===== src/pkg/wdtc_pkg.sv =====
`default_nettype none
package wdtc_pkg;
    // System clock and watchdog oscillator rates
    localparam int CLK_HZ = 10_000_000;
    localparam int OSC_HZ = 128_000;

    // Control register as seen by the core
    localparam logic [7:0] CTRL_OFFSET = 8'h60;
    localparam int FLAG_BIT = 7;
    localparam int IRQ_EN_BIT = 6;
    localparam int PSEL3_BIT = 5;
    localparam int CHG_EN_BIT = 4;
    localparam int RST_EN_BIT = 3;
    localparam int PSEL2_BIT = 2;
    localparam int PSEL0_BIT = 0;
    localparam logic [7:0] CTRL_RESET = 8'h00;

    // Prescaler: code 0 is 2048 oscillator cycles, doubling up to code 9
    localparam int CNT_W = 21;
    localparam logic [CNT_W-1:0] CYC_BASE = 21'h000800;
    localparam logic [3:0] PSEL_MAX = 4'h9;
    localparam logic [3:0] PSEL_RESET = 4'h0;

    // Protected change window in system clock cycles
    localparam logic [2:0] CHG_WINDOW = 3'h4;

    // Core-side Wishbone registers
    localparam logic [7:0] CMD_OFFSET = 8'h00;
    localparam logic [7:0] CFG_OFFSET = 8'h04;
    localparam logic [7:0] STAT_OFFSET = 8'h08;
    localparam int CMD_RESTART_BIT = 0;
    localparam int CMD_VECTOR_BIT = 1;
    localparam int CMD_CLR_CAUSE_BIT = 2;
    localparam int CFG_GIE_BIT = 0;
    localparam int STAT_IRQ_BIT = 0;
    localparam int STAT_RST_SEEN_BIT = 1;
    localparam int STAT_CAUSE_BIT = 2;
    localparam int STAT_WAKE_BIT = 3;

    typedef struct packed {
        logic [2:0] osc_sync;
        logic [CNT_W-1:0] count;
        logic flag;
        logic irq_en;
        logic [3:0] psel;
        logic chg_en;
        logic [2:0] chg_cnt;
        logic rst_en;
        logic cause;
        logic sys_rst;
    } wdtc_dev_state_t;

    typedef struct packed {
        logic ack;
        logic [31:0] dat;
        logic wr_stb;
        logic [7:0] wr_data;
        logic restart;
        logic vec_ack;
        logic clr_cause;
        logic gie;
        logic rst_seen;
    } wdtc_core_state_t;
endpackage
`default_nettype wire


===== src/pkg/wdtc_if.sv =====
`timescale 1ns/1ps
`default_nettype none
interface wdtc_if;
    logic wr_stb;
    logic [7:0] wr_data;
    logic restart;
    logic vec_ack;
    logic clr_cause;
    logic gie;
    logic [7:0] rd_data;
    logic irq;
    logic wake;
    logic sys_rst;
    logic cause;

    modport device (
        input wr_stb, wr_data, restart, vec_ack, clr_cause, gie,
        output rd_data, irq, wake, sys_rst, cause
    );
    modport core (
        output wr_stb, wr_data, restart, vec_ack, clr_cause, gie,
        input rd_data, irq, wake, sys_rst, cause
    );
endinterface
`default_nettype wire


===== src/logic/wdtc_device.sv =====
// How it works
// - Count ticks of separate 128 KHz oscillator
// - Restart zeroes counter; missed restart fires action
// - Interrupt mode raises interrupt, can wake
// - Reset mode requests system reset on expiry
// - Always-on fuse forces reset mode
// - Opening write sets change and reset enables
// - Protected update accepted only inside window
// - Change enable self-clears after four cycles
// - Reset clear, prescaler change need change enable
// - Flag set on interrupt time-out, cleared by write-one or vector
// - Interrupt needs global enable and enable bit
// - Mode decoded from fuse, clock monitor, cause and enable bits
// - Combined mode: vector clears flag and enable
// - Combined mode: unserviced second time-out resets
// - Clock monitor forces reset, disables interrupt
// - Clock monitor with any enable: reset mode
// - Watchdog stays enabled after its own reset
// - Init software clears cause flag, reset enable
// - Restart before changing the prescaler
// - Cause flag forces reset enable set
// - Prescaler codes map 2048 doubling to 1048576
// - Watchdog reset is one-cycle pulse
// - Watchdog reset sets cause flag
`timescale 1ns/1ps
`default_nettype none
module wdtc_device (
    input wire logic clk_i,
    input wire logic rst_i,
    input wire logic osc_clk_i,
    input wire logic always_on_fuse_i,
    input wire logic clock_monitor_i,
    wdtc_if.device link
);
    wdtc_pkg::wdtc_dev_state_t s_reg;
    wdtc_pkg::wdtc_dev_state_t s_next;

    logic tick;
    logic fuse;
    logic cmon;
    logic rst_en_eff;
    logic irq_en_eff;
    logic running;
    logic int_only;
    logic combined;
    logic reset_only;
    logic [3:0] psel_eff;
    logic [wdtc_pkg::CNT_W-1:0] limit_m1;
    logic timeout;
    logic fire_reset;
    logic flag_set;
    logic [7:0] d;
    logic [3:0] psel_wr;
    logic past_limit;
    logic [7:0] ctrl_view;

    // Fuse and clock monitor are levels from this clock domain
    assign fuse = always_on_fuse_i;
    assign cmon = clock_monitor_i;

    // Rising edge seen after two flops; third flop only marks the edge
    assign tick = s_reg.osc_sync[1] & ~s_reg.osc_sync[2];

    assign rst_en_eff = s_reg.rst_en | s_reg.cause | fuse;
    assign irq_en_eff = s_reg.irq_en & ~fuse & ~cmon;
    assign running = fuse | rst_en_eff | s_reg.irq_en;
    assign int_only = irq_en_eff & ~rst_en_eff;
    assign combined = irq_en_eff & rst_en_eff;
    assign reset_only = running & ~irq_en_eff;

    // Reserved codes run as the longest period rather than stopping
    assign psel_eff = (s_reg.psel > wdtc_pkg::PSEL_MAX) ? wdtc_pkg::PSEL_MAX : s_reg.psel;
    assign limit_m1 = (wdtc_pkg::CYC_BASE << psel_eff) - 21'h000001;
    assign psel_wr = {link.wr_data[wdtc_pkg::PSEL3_BIT],
        link.wr_data[wdtc_pkg::PSEL2_BIT:wdtc_pkg::PSEL0_BIT]};

    // At or past the limit, so a shorter period expires at once
    assign past_limit = (s_reg.count >= limit_m1);
    // A restart in the tick's own cycle wins over the time-out
    assign timeout = running & tick & ~link.restart & past_limit;

    always_comb begin
        fire_reset = 1'b0;
        flag_set = 1'b0;
        if (timeout) begin
            if (int_only) begin
                flag_set = 1'b1;
            end else if (combined) begin
                if (s_reg.flag) begin
                    fire_reset = 1'b1;
                end else begin
                    flag_set = 1'b1;
                end
            end else if (reset_only) begin
                fire_reset = 1'b1;
            end else begin
                fire_reset = 1'b0;
            end
        end
    end

    always_comb begin
        s_next = s_reg;
        d = link.wr_data;
        s_next.osc_sync = {s_reg.osc_sync[1:0], osc_clk_i};
        s_next.sys_rst = fire_reset;

        if (link.restart || !running) begin
            s_next.count = '0;
        end else if (tick) begin
            if (timeout) begin
                s_next.count = '0;
            end else begin
                s_next.count = s_reg.count + 21'h000001;
            end
        end

        // Window closes by itself four edges after opening
        if (s_reg.chg_cnt != 3'h0) begin
            s_next.chg_cnt = s_reg.chg_cnt - 3'h1;
            if (s_reg.chg_cnt == 3'h1) begin
                s_next.chg_en = 1'b0;
            end
        end

        if (link.vec_ack && s_reg.flag) begin
            s_next.flag = 1'b0;
            if (rst_en_eff) begin
                s_next.irq_en = 1'b0;
            end
        end

        if (link.wr_stb) begin
            if (d[wdtc_pkg::FLAG_BIT]) begin
                s_next.flag = 1'b0;
            end
            s_next.irq_en = d[wdtc_pkg::IRQ_EN_BIT];
            if (d[wdtc_pkg::CHG_EN_BIT] && d[wdtc_pkg::RST_EN_BIT]) begin
                s_next.chg_en = 1'b1;
                s_next.chg_cnt = wdtc_pkg::CHG_WINDOW;
                s_next.rst_en = 1'b1;
            end else if (s_reg.chg_en && !d[wdtc_pkg::CHG_EN_BIT]) begin
                // One protected update per opened window
                s_next.rst_en = d[wdtc_pkg::RST_EN_BIT];
                s_next.psel = psel_wr;
                s_next.chg_en = 1'b0;
                s_next.chg_cnt = 3'h0;
            end else if (d[wdtc_pkg::RST_EN_BIT]) begin
                s_next.rst_en = 1'b1;
            end
        end

        // Set wins over a write-one or vector clear
        if (flag_set) begin
            s_next.flag = 1'b1;
        end

        if (link.clr_cause) begin
            s_next.cause = 1'b0;
        end
        // The pulse sets the cause, winning over a clr_cause in the same cycle
        if (fire_reset) begin
            s_next.cause = 1'b1;
        end

        if (fuse) begin
            s_next.irq_en = 1'b0;
        end
    end

    always_ff @(posedge clk_i) begin
        if (rst_i) begin
            s_reg.osc_sync <= 3'h0;
            s_reg.count <= '0;
            s_reg.flag <= 1'b0;
            s_reg.irq_en <= 1'b0;
            s_reg.psel <= wdtc_pkg::PSEL_RESET;
            s_reg.chg_en <= 1'b0;
            s_reg.chg_cnt <= 3'h0;
            s_reg.rst_en <= 1'b0;
            s_reg.cause <= 1'b0;
            s_reg.sys_rst <= 1'b0;
        end else begin
            s_reg <= s_next;
        end
    end

    // Reset enable reads set under cause or fuse
    always_comb begin
        ctrl_view = 8'h00;
        ctrl_view[wdtc_pkg::FLAG_BIT] = s_reg.flag;
        ctrl_view[wdtc_pkg::IRQ_EN_BIT] = s_reg.irq_en & ~fuse;
        ctrl_view[wdtc_pkg::PSEL3_BIT] = s_reg.psel[3];
        ctrl_view[wdtc_pkg::CHG_EN_BIT] = s_reg.chg_en;
        ctrl_view[wdtc_pkg::RST_EN_BIT] = rst_en_eff;
        ctrl_view[wdtc_pkg::PSEL2_BIT:wdtc_pkg::PSEL0_BIT] = s_reg.psel[2:0];
    end

    assign link.rd_data = ctrl_view;

    assign link.irq = s_reg.flag & irq_en_eff & link.gie;
    assign link.wake = s_reg.flag & irq_en_eff;
    assign link.sys_rst = s_reg.sys_rst;
    assign link.cause = s_reg.cause;
endmodule
`default_nettype wire


===== src/flat_wrapper.sv =====
// flat-port wrapper written by rule: the top's interface ports become plain ports
module wdtc_device_flat 
  (clk_i, rst_i, osc_clk_i, always_on_fuse_i, clock_monitor_i, link_wr_stb, link_wr_data, link_restart, link_vec_ack, link_clr_cause, link_gie, link_rd_data, link_irq, link_wake, link_sys_rst, link_cause);
  wdtc_if link_i ();
  input wire logic clk_i;
  input wire logic rst_i;
  input wire logic osc_clk_i;
  input wire logic always_on_fuse_i;
  input wire logic clock_monitor_i;
  input wire logic [$bits(link_i.wr_stb)-1:0] link_wr_stb;
  input wire logic [$bits(link_i.wr_data)-1:0] link_wr_data;
  input wire logic [$bits(link_i.restart)-1:0] link_restart;
  input wire logic [$bits(link_i.vec_ack)-1:0] link_vec_ack;
  input wire logic [$bits(link_i.clr_cause)-1:0] link_clr_cause;
  input wire logic [$bits(link_i.gie)-1:0] link_gie;
  output wire logic [$bits(link_i.rd_data)-1:0] link_rd_data;
  output wire logic [$bits(link_i.irq)-1:0] link_irq;
  output wire logic [$bits(link_i.wake)-1:0] link_wake;
  output wire logic [$bits(link_i.sys_rst)-1:0] link_sys_rst;
  output wire logic [$bits(link_i.cause)-1:0] link_cause;
  assign link_i.wr_stb = link_wr_stb;
  assign link_i.wr_data = link_wr_data;
  assign link_i.restart = link_restart;
  assign link_i.vec_ack = link_vec_ack;
  assign link_i.clr_cause = link_clr_cause;
  assign link_i.gie = link_gie;
  assign link_rd_data = link_i.rd_data;
  assign link_irq = link_i.irq;
  assign link_wake = link_i.wake;
  assign link_sys_rst = link_i.sys_rst;
  assign link_cause = link_i.cause;
  wdtc_device u_core (.clk_i(clk_i), .rst_i(rst_i), .osc_clk_i(osc_clk_i), .always_on_fuse_i(always_on_fuse_i), .clock_monitor_i(clock_monitor_i), .link(link_i));
endmodule

===== config.mk =====
export PLATFORM = sky130hd
export DESIGN_NAME = wdtc_device_flat
export DESIGN_NICKNAME = d
export VERILOG_FILES = /design/src/pkg/wdtc_pkg.sv /design/src/pkg/wdtc_if.sv /design/src/logic/wdtc_device.sv /design/src/flat_wrapper.sv
export SDC_FILE = /design/constraint.sdc
export NUM_CORES = 1
export LEC_CHECK = 0
export BUFFER_PORTS_ARGS = -buffer_cell sky130_fd_sc_hd__clkbuf_2
export CORE_MARGIN = 8
export CORE_UTILIZATION = 47
export DETAILED_ROUTE_END_ITERATION = 10
export PLACE_DENSITY = 0.68
export SLEW_MARGIN = 15
export SYNTH_ARGS = -nofsm -noshare
export SYNTH_HDL_FRONTEND = slang
export SYNTH_SLANG_ARGS = --single-unit

===== constraint.sdc =====
create_clock -name clk_i -period 4.6 [get_ports clk_i]
set_clock_uncertainty 0.1 [all_clocks]
set_input_delay 0.92 -clock clk_i [delete_from_list [all_inputs] [get_ports clk_i]]
set_output_delay 0.92 -clock clk_i [all_outputs]
set_load 0.05 [all_outputs]

==> flow_summary.json, run 1 <==
{
  "synth_commonest_cells": "dfxtp_1 (37), nor2_1 (33), nand2_1 (24)",
  "hpwlAfterDp_mm": 2.99,
  "grt_pass1_wl_mm": 6.96,
  "cts_sinks": 37,
  "fin_ws_ns": 1.73,
  "p_clk_frac": 0.432,
  "synth-simple-area-share": 0.289,
  "drt-total-wl_mm": 3.89,
  "ff2ff_path_depth": 12,
  "instances_no_fill": 315,
  "clk_pin_slew_worst_paths_ns": 0.07,
  "post_cts_buffers": 0,
  "start_kind": "flip-flop",
  "worst-endpoint-arrival_ns": 2.96,
  "dp_slack_ns": 1.74,
  "p_seq_frac": 0.435,
  "fin_tns_setup_ns": 0,
  "fp-row-count": 24,
  "synth_ff_type": "dfxtp_1",
  "power.total_w": 0.000788,
  "status": "completed",
  "drive_above_1_share": 0.202,
  "grt_max_degree": 20,
  "cts_htree_levels": 2,
  "grt_use_total": 0.118,
  "ctsResizeCount": 0,
  "fin_area_sq_um": 2360,
  "powerDensity_nw_per_um2": 334,
  "finalHoldViolations": 0,
  "ys_seq_elements": 37,
  "viasPerCell": 5.17,
  "slew_violations": 0,
  "hold_depth": 1,
  "drt_iter0_drc": 62,
  "nFillCells": 410,
  "slowest_delay_ns": 0.37,
  "detail-route-antenna-nets": 0,
  "max-cap-violations": 0,
  "cp.required_ns": 4.68,
  "antenna_found_initial": 0,
  "diodes": 0,
  "synth_edf_count": 0,
  "yosysSeqAreaShare": 0.352,
  "cts_tree": "built",
  "synthMostInstantiatedCell": "dfxtp_1",
  "synthAdderAreaFrac": 0.0892,
  "die_h_um": 82.9,
  "grt_overflow_total": 0,
  "synth_nets": 272,
  "p_sw_frac": 0.241,
  "io_buffer_count": 29,
  "p_sw_w": 0.000190,
  "synth_cell_types": 48,
  "slowest_stage": "dfxtp_1",
  "synthCells": 239,
  "largest_register_ffs": 27,
  "via_count": 1627,
  "gp_congestion": 0.796,
  "dpl_cell_area_sq_um": 2220,
  "synth_top_family_by_area": "simple AND/OR/NAND/NOR gates",
  "vdd_drop_max_uv": 204,
  "async_flop_share": 0,
  "pwr-share-comb": 0.134,
  "syn_area_per_cell_sq_um": 8.80,
  "clockBufferDepth": 2,
  "finalSetupViolCount": 0,
  "initial_core_util": 0.486,
  "drt_first_pass_iters": 4,
  "worstSetupPathType": "reg2reg",
  "cp_max_fo": 8,
  "synth-xor-area-share": 0.0874,
  "cpMostUsedCell": "ha_1",
  "period_share": 0.625,
  "wl_per_cell_um": 12.4,
  "area_growth_pct": 12.2,
  "io_pins": 30,
  "worstMarginPinSlew_ns": 0.560,
  "rsz0062_at_grt": "no",
  "hold_path_class": "reg2reg",
  "drc": 0,
  "dp.cells": 307,
  "yosysTopAreaCellShare": 0.352,
  "synth-compound-area-share": 0.115,
  "clkLatencyLatePin_ns": 0.29,
  "root_buffer": "clkbuf_8",
  "synth_top_cell_by_area": "dfxtp_1",
  "synth_area_sq_um": 2100,
  "slew_headroom": 0.625,
  "cts_hold_buf": 0,
  "cts-buffers-inserted": 5,
  "fin_crit_ns": 2.87,
  "p_int_w": 0.000598,
  "fin_nets": 295,
  "core_area_sq_um": 4320,
  "grt_pass1_vias": 1614,
  "synthMuxAreaShare": 0.0107,
  "die_w_um": 82.9,
  "dieArea_sq_um": 6870,
  "fmax_ghz": 0.348,
  "synth.top_cells.by_area": "dfxtp_1 (35%), ha_1 (8.9%), xor2_1 (6.2%)",
  "yosysWarnings": 0,
  "p_leak_nw": 0.968,
  "crit_path_cell_trace": "nor2_1, nand3b_1, ha_1, nor3_1, a21o_1, a22oi_1, ha_1, nand4_1, nor4_1, a31oi_1, and3_1, mux2_2",
  "cp-end-kind": "flip-flop"
}
-- worst max-delay path, delay by kind of cell, from the launching register on --
| kind | cells | cell delay [ns] |
|---|---|---|
| AND/OR/NAND/NOR | 6 | 1.19 |
| AO/OA/AOI/OAI | 3 | 0.28 |
| multiplexers | 1 | 0.26 |
| adder cells (fa/ha/maj) | 2 | 0.55 |
| flip-flops | 1 | 0.37 |
-- metal layers --
layer	GRT usage	share of wire	routed length (um)	vias up
met2	0.187	0.43	1660	28
li1	-	-	-	873
met3	0.0420	0.044	171	6
met5	0	0	0	-
met4	0.0527	0.019	72	0
met1	0.140	0.51	1990	720
-- worst paths after layout --
check / slack (ns) / startpoint / to
setup reg to reg: 1.73 / u_core.link.rd_data[5] / u_core.s_reg[13]
hold / removal: 0.34 / u_core.s_next[35] / u_core.s_next[36]
setup / recovery: 1.73 / u_core.link.rd_data[5] / u_core.s_reg[13]
hold reg to reg: 0.34 / u_core.s_next[35] / u_core.s_next[36]
-- kinds of logic after synthesis --
logic type | after synthesis
AO/OA/AOI/OAI | 34
XOR/XNOR | 21
adder cells (fa/ha/maj) | 15
buffers and inverters | 19
flip-flops | 37
multiplexers | 2
other | 1
AND/OR/NAND/NOR | 110
-- cell usage in the layout, fill, tap and decap left out, drive strengths merged, types with 2 or more instances in the layout --
cell type | netlist | final
dfxtp | 37 | 37
nor2 | 35 | 35
clkbuf | 3 | 34
nand2 | 24 | 24
xor2 | 15 | 15
ha | 15 | 15
a21oi | 14 | 14
nand3 | 8 | 8
nor3 | 8 | 8
inv | 6 | 7
nand4 | 7 | 7
xnor2 | 6 | 6
o21ai | 6 | 6
nor4 | 6 | 6
and3 | 5 | 5
nor2b | 4 | 4
nand3b | 3 | 3
nand2b | 3 | 3
and2 | 2 | 2
a211oi | 2 | 2
a22oi | 2 | 2
o31ai | 2 | 2
o21a | 2 | 2
mux2 | 2 | 2
bufinv | 0 | 2
-- power by group through the flow --
| stage | Combinational (W) | Sequential, W | Clock [W] |
|---|---|---|---|
| floorplan | 0.0000880 | 0.000348 | 0 |
| global placement | 0.000104 | 0.000350 | 0 |
| detailed placement | 0.000105 | 0.000350 | 0 |
| CTS | 0.000106 | 0.000343 | 0.000350 |
| global route | 0.000120 | 0.000345 | 0.000363 |
| finish | 0.000106 | 0.000343 | 0.000340 |
-- layout make-up --
class,instances,area [sq um],area share
multi-input cells,183,1250,0.529
flip-flops and latches,37,741,0.314
repair buffers,29,145,0.0615
clock buffers,5,68.8,0.0292
clock inverters,3,68.8,0.0292
well taps,52,65.1,0.0276
inverters,6,22.5,0.00954
-- stage by stage --
stage / util / hold WS (ns)
5_1_grt: 0.546 / 0.368
4_1_cts: 0.546 / 0.349
2_1_floorplan: - / 0.314
3_5_place_dp: 0.514 / 0.330
6_report: 0.546 / 0.345
3_3_place_gp: 0.514 / 0.323
Note: power is estimated with default switching activity, not from simulation.
==> run 2, diff against run 1 <==
Clock period 4.6 ns to 2.9 ns, I/O delays scaled along.
==> run 2 against run 1 <==
Compared with the run above: combinational power rose by 64%; clock power rose by 6.2%; die area did not move; power rose by 37%; worst setup slack got worse by 1.7 ns; first-iteration DRC count fell by 1.6%; sequential power rose by 58%; critical path depth did not move; hold slack got worse by 0.0045 ns; global-route usage rose by 0.22 points; non-clock buffer count rose by 4; highest routed layer unchanged.
==> flow_summary.json, run 2 (synthesis gave the netlist of run 1 again) <==
{
  "hold_start": "u_core.s_next[35]",
  "cpMostUsedCell": "ha_1",
  "grt_pass1_wl_mm": 7.26,
  "final_util": 0.547,
  "nFillCells": 422,
  "final_common_cell": "dfxtp_1",
  "drt_iter0_drc": 61,
  "io_pins": 30,
  "antenna_found_initial": 0,
  "clockBufferDepth": 2,
  "fin_nets": 299,
  "cp-end-kind": "flip-flop",
  "slew_violations": 0,
  "period_share": 0.974,
  "clk_pin_slew_worst_paths_ns": 0.07,
  "grt_pass1_vias": 1707,
  "fp-row-count": 24,
  "dieArea_sq_um": 6870,
  "fin_crit_ns": 2.83,
  "area_growth_pct": 12.4,
  "cp.required_ns": 2.98,
  "power.total_w": 0.00108,
  "die_h_um": 82.9,
  "cts-buffers-inserted": 5,
  "drt_first_pass_iters": 4,
  "via_count": 1698,
  "cp_max_fo": 5,
  "io_buffer_count": 29,
  "wl_per_cell_um": 12.6,
  "fmax_ghz": 0.354,
  "start_kind": "flip-flop",
  "p_leak_nw": 0.971,
  "crit_path_cell_trace": "nor2_2, nand3b_1, ha_1, nor3_1, a21o_1, a22oi_1, ha_1, nand4_1, nor4_1, a31oi_1, and3_1, mux2_2",
  "grtUsageMet3": 0.0420,
  "reg2reg_from": "u_core.link.rd_data[2]",
  "drc": 0,
  "slowest_stage": "nor4_1",
  "grtUsageMet1": 0.141,
  "cts_htree_levels": 2,
  "slowest_delay_ns": 0.38,
  "root_buffer": "clkbuf_8",
  "grt_use_total": 0.121,
  "rsz0062_at_grt": "no",
  "cts_hold_buf": 0,
  "finalHoldViolations": 0,
  "fin_tns_setup_ns": 0,
  "drt-total-wl_mm": 4.01,
  "die_w_um": 82.9,
  "hpwlAfterDp_mm": 3.14,
  "grt_overflow_total": 0,
  "max-cap-violations": 0,
  "diodes": 0,
  "worst-endpoint-arrival_ns": 2.90,
  "gp_congestion": 0.865,
  "largest_register_ffs": 27,
  "grt_busiest_layer": "met2",
  "finalSetupViolCount": 0,
  "drive_above_1_share": 0.218,
  "powerDensity_nw_per_um2": 456,
  "vdd_drop_max_uv": 281,
  "viasPerCell": 5.34,
  "worstSetupStartpoint": "u_core.link.rd_data[2]",
  "grt_use_met2": 0.197,
  "cts_sinks": 37,
  "detail-route-antenna-nets": 0,
  "worstSetupPathType": "reg2reg",
  "hold_path_class": "reg2reg",
  "clkLatencyLatePin_ns": 0.28,
  "status": "completed",
  "layout_common_cells": "dfxtp_1 (37), nor2_1 (32), clkbuf_2 (29), nand2_1 (24)",
  "cts_tree": "built",
  "grt_max_degree": 20,
  "core_area_sq_um": 4320,
  "initial_core_util": 0.486
}
[run 2: cell count changes in the layout (fill, tap and decap cells not counted)]
cell | previous run | this run
buf_12 | 0 | 1
buf_4 | 0 | 3
bufinv_16 | 2 | 0
clkbuf_8 | 5 | 6
clkinvlp_4 | 0 | 1
inv_6 | 1 | 0
nor2_1 | 33 | 32
nor2_2 | 2 | 3
nor4_1 | 4 | 3
nor4_2 | 1 | 2
[run 2: path summary, 6_finish.rpt]
kind | to | slack (ns) | cells past startpoint
setup / recovery | u_core.s_reg[13] | 0.07 | 12
hold / removal | u_core.s_next[36] | 0.34 | 1
setup reg to reg | u_core.s_reg[13] | 0.07 | 12
hold reg to reg | u_core.s_next[36] | 0.34 | 1
[run 2: per-layer routing]
metal | share of wire | vias to the layer above
li1 | - | 873
met1 | 0.48 | 771
met2 | 0.45 | 46
met3 | 0.052 | 8
met4 | 0.017 | 0
met5 | 0 | -
[run 2: area by class of cell]
| class | count | area [sq um] | share of cell area |
|---|---|---|---|
| Timing Repair Buffer | 33 | 188 | 0.0794 |
| Tap cell | 52 | 65.1 | 0.0275 |
| Sequential cell | 37 | 741 | 0.313 |
| Inverter | 6 | 22.5 | 0.00953 |
| Clock inverter | 1 | 7.51 | 0.00318 |
| Clock buffer | 6 | 82.6 | 0.0349 |
| Multi-Input combinational cell | 183 | 1260 | 0.532 |
[run 2: what timing repair did]
| action | in CTS | in global routing |
|---|---|---|
| resized for setup | 0 | 2 |
| setup endpoints to repair | 0 | 21 |
| buffers inserted | 0 | 1 |
[run 2: report_power, final]
group / internal [W] / switching [W]
logic: 0.0000778 / 0.0000964
registers: 0.000529 / 0.0000140
clock network: 0.000188 / 0.000173
[run 2: critical path: cells and delay by family, from the launching register on]
kind	cells	cell delay, ns
AND/OR/NAND/NOR	6	1.21
adder cells (fa/ha/maj)	2	0.55
flip-flops	1	0.32
AO/OA/AOI/OAI	3	0.30
multiplexers	1	0.25
[run 2: per-stage QoR]
step	hold WS (ns)	std cells	area, sq um	worst slack [ns]
detailed placement	0.328	310	2240	0.0374
global route	0.372	318	2360	0.00900
finish	0.340	318	2360	0.0742
floorplan	0.314	239	2100	0.297
CTS	0.346	317	2330	0.0183
global placement	0.324	310	2240	0.184
==> run 3, diff against run 2 <==
Clock period 2.9 ns to 3.61 ns, I/O delays scaled along.
==> run 3 against run 2 <==
Compared with the run above: register-to-register slack gained 0.65 ns; global-route usage shrank 0.59 points; hold slack gained 0.0015 ns; cell count shrank 1.3%; power shrank 20%; flip-flop and latch count is the same; via count shrank 4.3%; largest power group unchanged; sequential power shrank 20%.
==> flow_summary.json, run 3 (synthesis gave the netlist of run 1 again) <==
{
  "vdd_drop_max_uv": 247,
  "largest_register_ffs": 27,
  "worst-endpoint-arrival_ns": 2.93,
  "final_common_cell": "dfxtp_1",
  "slew_violations": 0,
  "core_area_sq_um": 4320,
  "grt_use_met2": 0.182,
  "ctsResizeCount": 0,
  "fin_crit_ns": 2.89,
  "p_sw_w": 0.000223,
  "finalSetupViolCount": 0,
  "die_h_um": 82.9,
  "area_growth_pct": 9.76,
  "detail-route-antenna-nets": 0,
  "diodes": 0,
  "drt_iter0_drc": 60,
  "grt_pass1_wl_mm": 6.91,
  "root_buffer": "clkbuf_8",
  "wl_per_cell_um": 12.1,
  "cts-buffers-inserted": 5,
  "powerDensity_nw_per_um2": 372,
  "cts_sinks": 37,
  "worstSetupPathType": "reg2reg",
  "dp.cells": 307,
  "clkLatencyLatePin_ns": 0.28,
  "fin_nets": 295,
  "dieArea_sq_um": 6870,
  "via_count": 1625,
  "viasPerCell": 5.18,
  "p_leak_nw": 0.944,
  "layout_common_cells": "dfxtp_1 (37), nor2_1 (33), clkbuf_2 (29), nand2_1 (24)",
  "grt_max_degree": 20,
  "io_buffer_count": 29,
  "nFillCells": 424,
  "clockBufferDepth": 2,
  "io_pins": 30,
  "start_kind": "flip-flop",
  "p_clk_frac": 0.335,
  "hold_path_class": "reg2reg",
  "seqCellArea_sq_um": 741,
  "grt_use_total": 0.115,
  "fmax_ghz": 0.346,
  "grt_overflow_total": 0,
  "pwr-share-comb": 0.156,
  "cp-end-kind": "flip-flop",
  "instances_no_fill": 314,
  "p_seq_frac": 0.509,
  "p_int_w": 0.000636,
  "fp-row-count": 24,
  "fin_area_sq_um": 2310,
  "drive_above_1_share": 0.195,
  "gp_congestion": 0.782,
  "post_cts_buffers": 0,
  "finalHoldViolations": 0,
  "hpwlAfterDp_mm": 2.97,
  "cts_hold_buf": 0,
  "cp.required_ns": 3.66,
  "cp_max_fo": 19,
  "power.total_w": 0.000859,
  "grt_pass1_vias": 1643,
  "drt-total-wl_mm": 3.79,
  "p_sw_frac": 0.260,
  "cts_htree_levels": 2,
  "cts_tree": "built",
  "clk_pin_slew_worst_paths_ns": 0.07,
  "period_share": 0.800,
  "grt_busiest_layer": "met2",
  "grtUsageMet1": 0.140,
  "multiInputGateArea_sq_um": 1250,
  "status": "completed",
  "max-cap-violations": 0,
  "drt_first_pass_iters": 4,
  "drc": 0,
  "initial_core_util": 0.486,
  "antenna_found_initial": 0,
  "die_w_um": 82.9,
  "rsz0062_at_grt": "no",
  "slew_headroom": 0.628,
  "dpl_cell_area_sq_um": 2220,
  "whs_ns": 0.342,
  "grtUsageMet3": 0.0400,
  "worstMarginPinSlew_ns": 0.555,
  "fin_tns_setup_ns": 0
}
## run 3: changes by cell type in the layout (fill, tap and decap cells not counted), sizes merged
cell | previous run | this run
clkinvlp | 1 | 0
clkbuf | 35 | 36
buf | 4 | 0
## run 3: worst paths after layout
path / from / end / slack, ns / cells after the start
hold reg to reg: u_core.s_next[35] / u_core.s_next[36] / 0.34 / 1
setup reg to reg: u_core.link.rd_data[5] / u_core.s_reg[33] / 0.72 / 11
hold / removal: u_core.s_next[35] / u_core.s_next[36] / 0.34 / 1
setup / recovery: u_core.link.rd_data[5] / u_core.s_reg[33] / 0.72 / 11
## run 3: power groups by stage
| stage | clock network (W) | registers (W) | logic, W |
|---|---|---|---|
| after detailed placement | 0 | 0.000446 | 0.000134 |
| after global placement | 0 | 0.000446 | 0.000133 |
| final | 0.000288 | 0.000437 | 0.000134 |
| after CTS | 0.000298 | 0.000437 | 0.000135 |
| after global routing | 0.000313 | 0.000439 | 0.000150 |
| after floorplan | 0 | 0.000444 | 0.000112 |
## run 3: cell type report
type / count / share of cell area
clock buffer: 7 / 0.0374
inverter: 6 / 0.00976
multi-input combinational: 183 / 0.541
sequential: 37 / 0.321
tap: 52 / 0.0282
timing repair buffer: 29 / 0.0629
## run 3: through the flow
stage | setup WS, ns | util
floorplan | 1.01 | -
global placement | 0.807 | 0.514
detailed placement | 0.702 | 0.514
CTS | 0.701 | 0.534
global route | 0.430 | 0.534
finish | 0.723 | 0.534
## run 3: worst max-delay path: stages, from the launching register on
cell      delay (ns)
dfxtp_1         0.38
nor2_1          0.23
nand3b_1        0.11
ha_1            0.26
nor3_1          0.15
a21o_1          0.10
a22oi_1         0.06
ha_1            0.28
nand4_1         0.19
nand2b_1        0.28
o211ai_4        0.50
nor2_1          0.12
## run 3: metal layers
metal | wire length [um] | part of all wire
met5 | 0 | 0
met4 | 49 | 0.013
met3 | 161 | 0.043
met2 | 1620 | 0.43
met1 | 1950 | 0.52
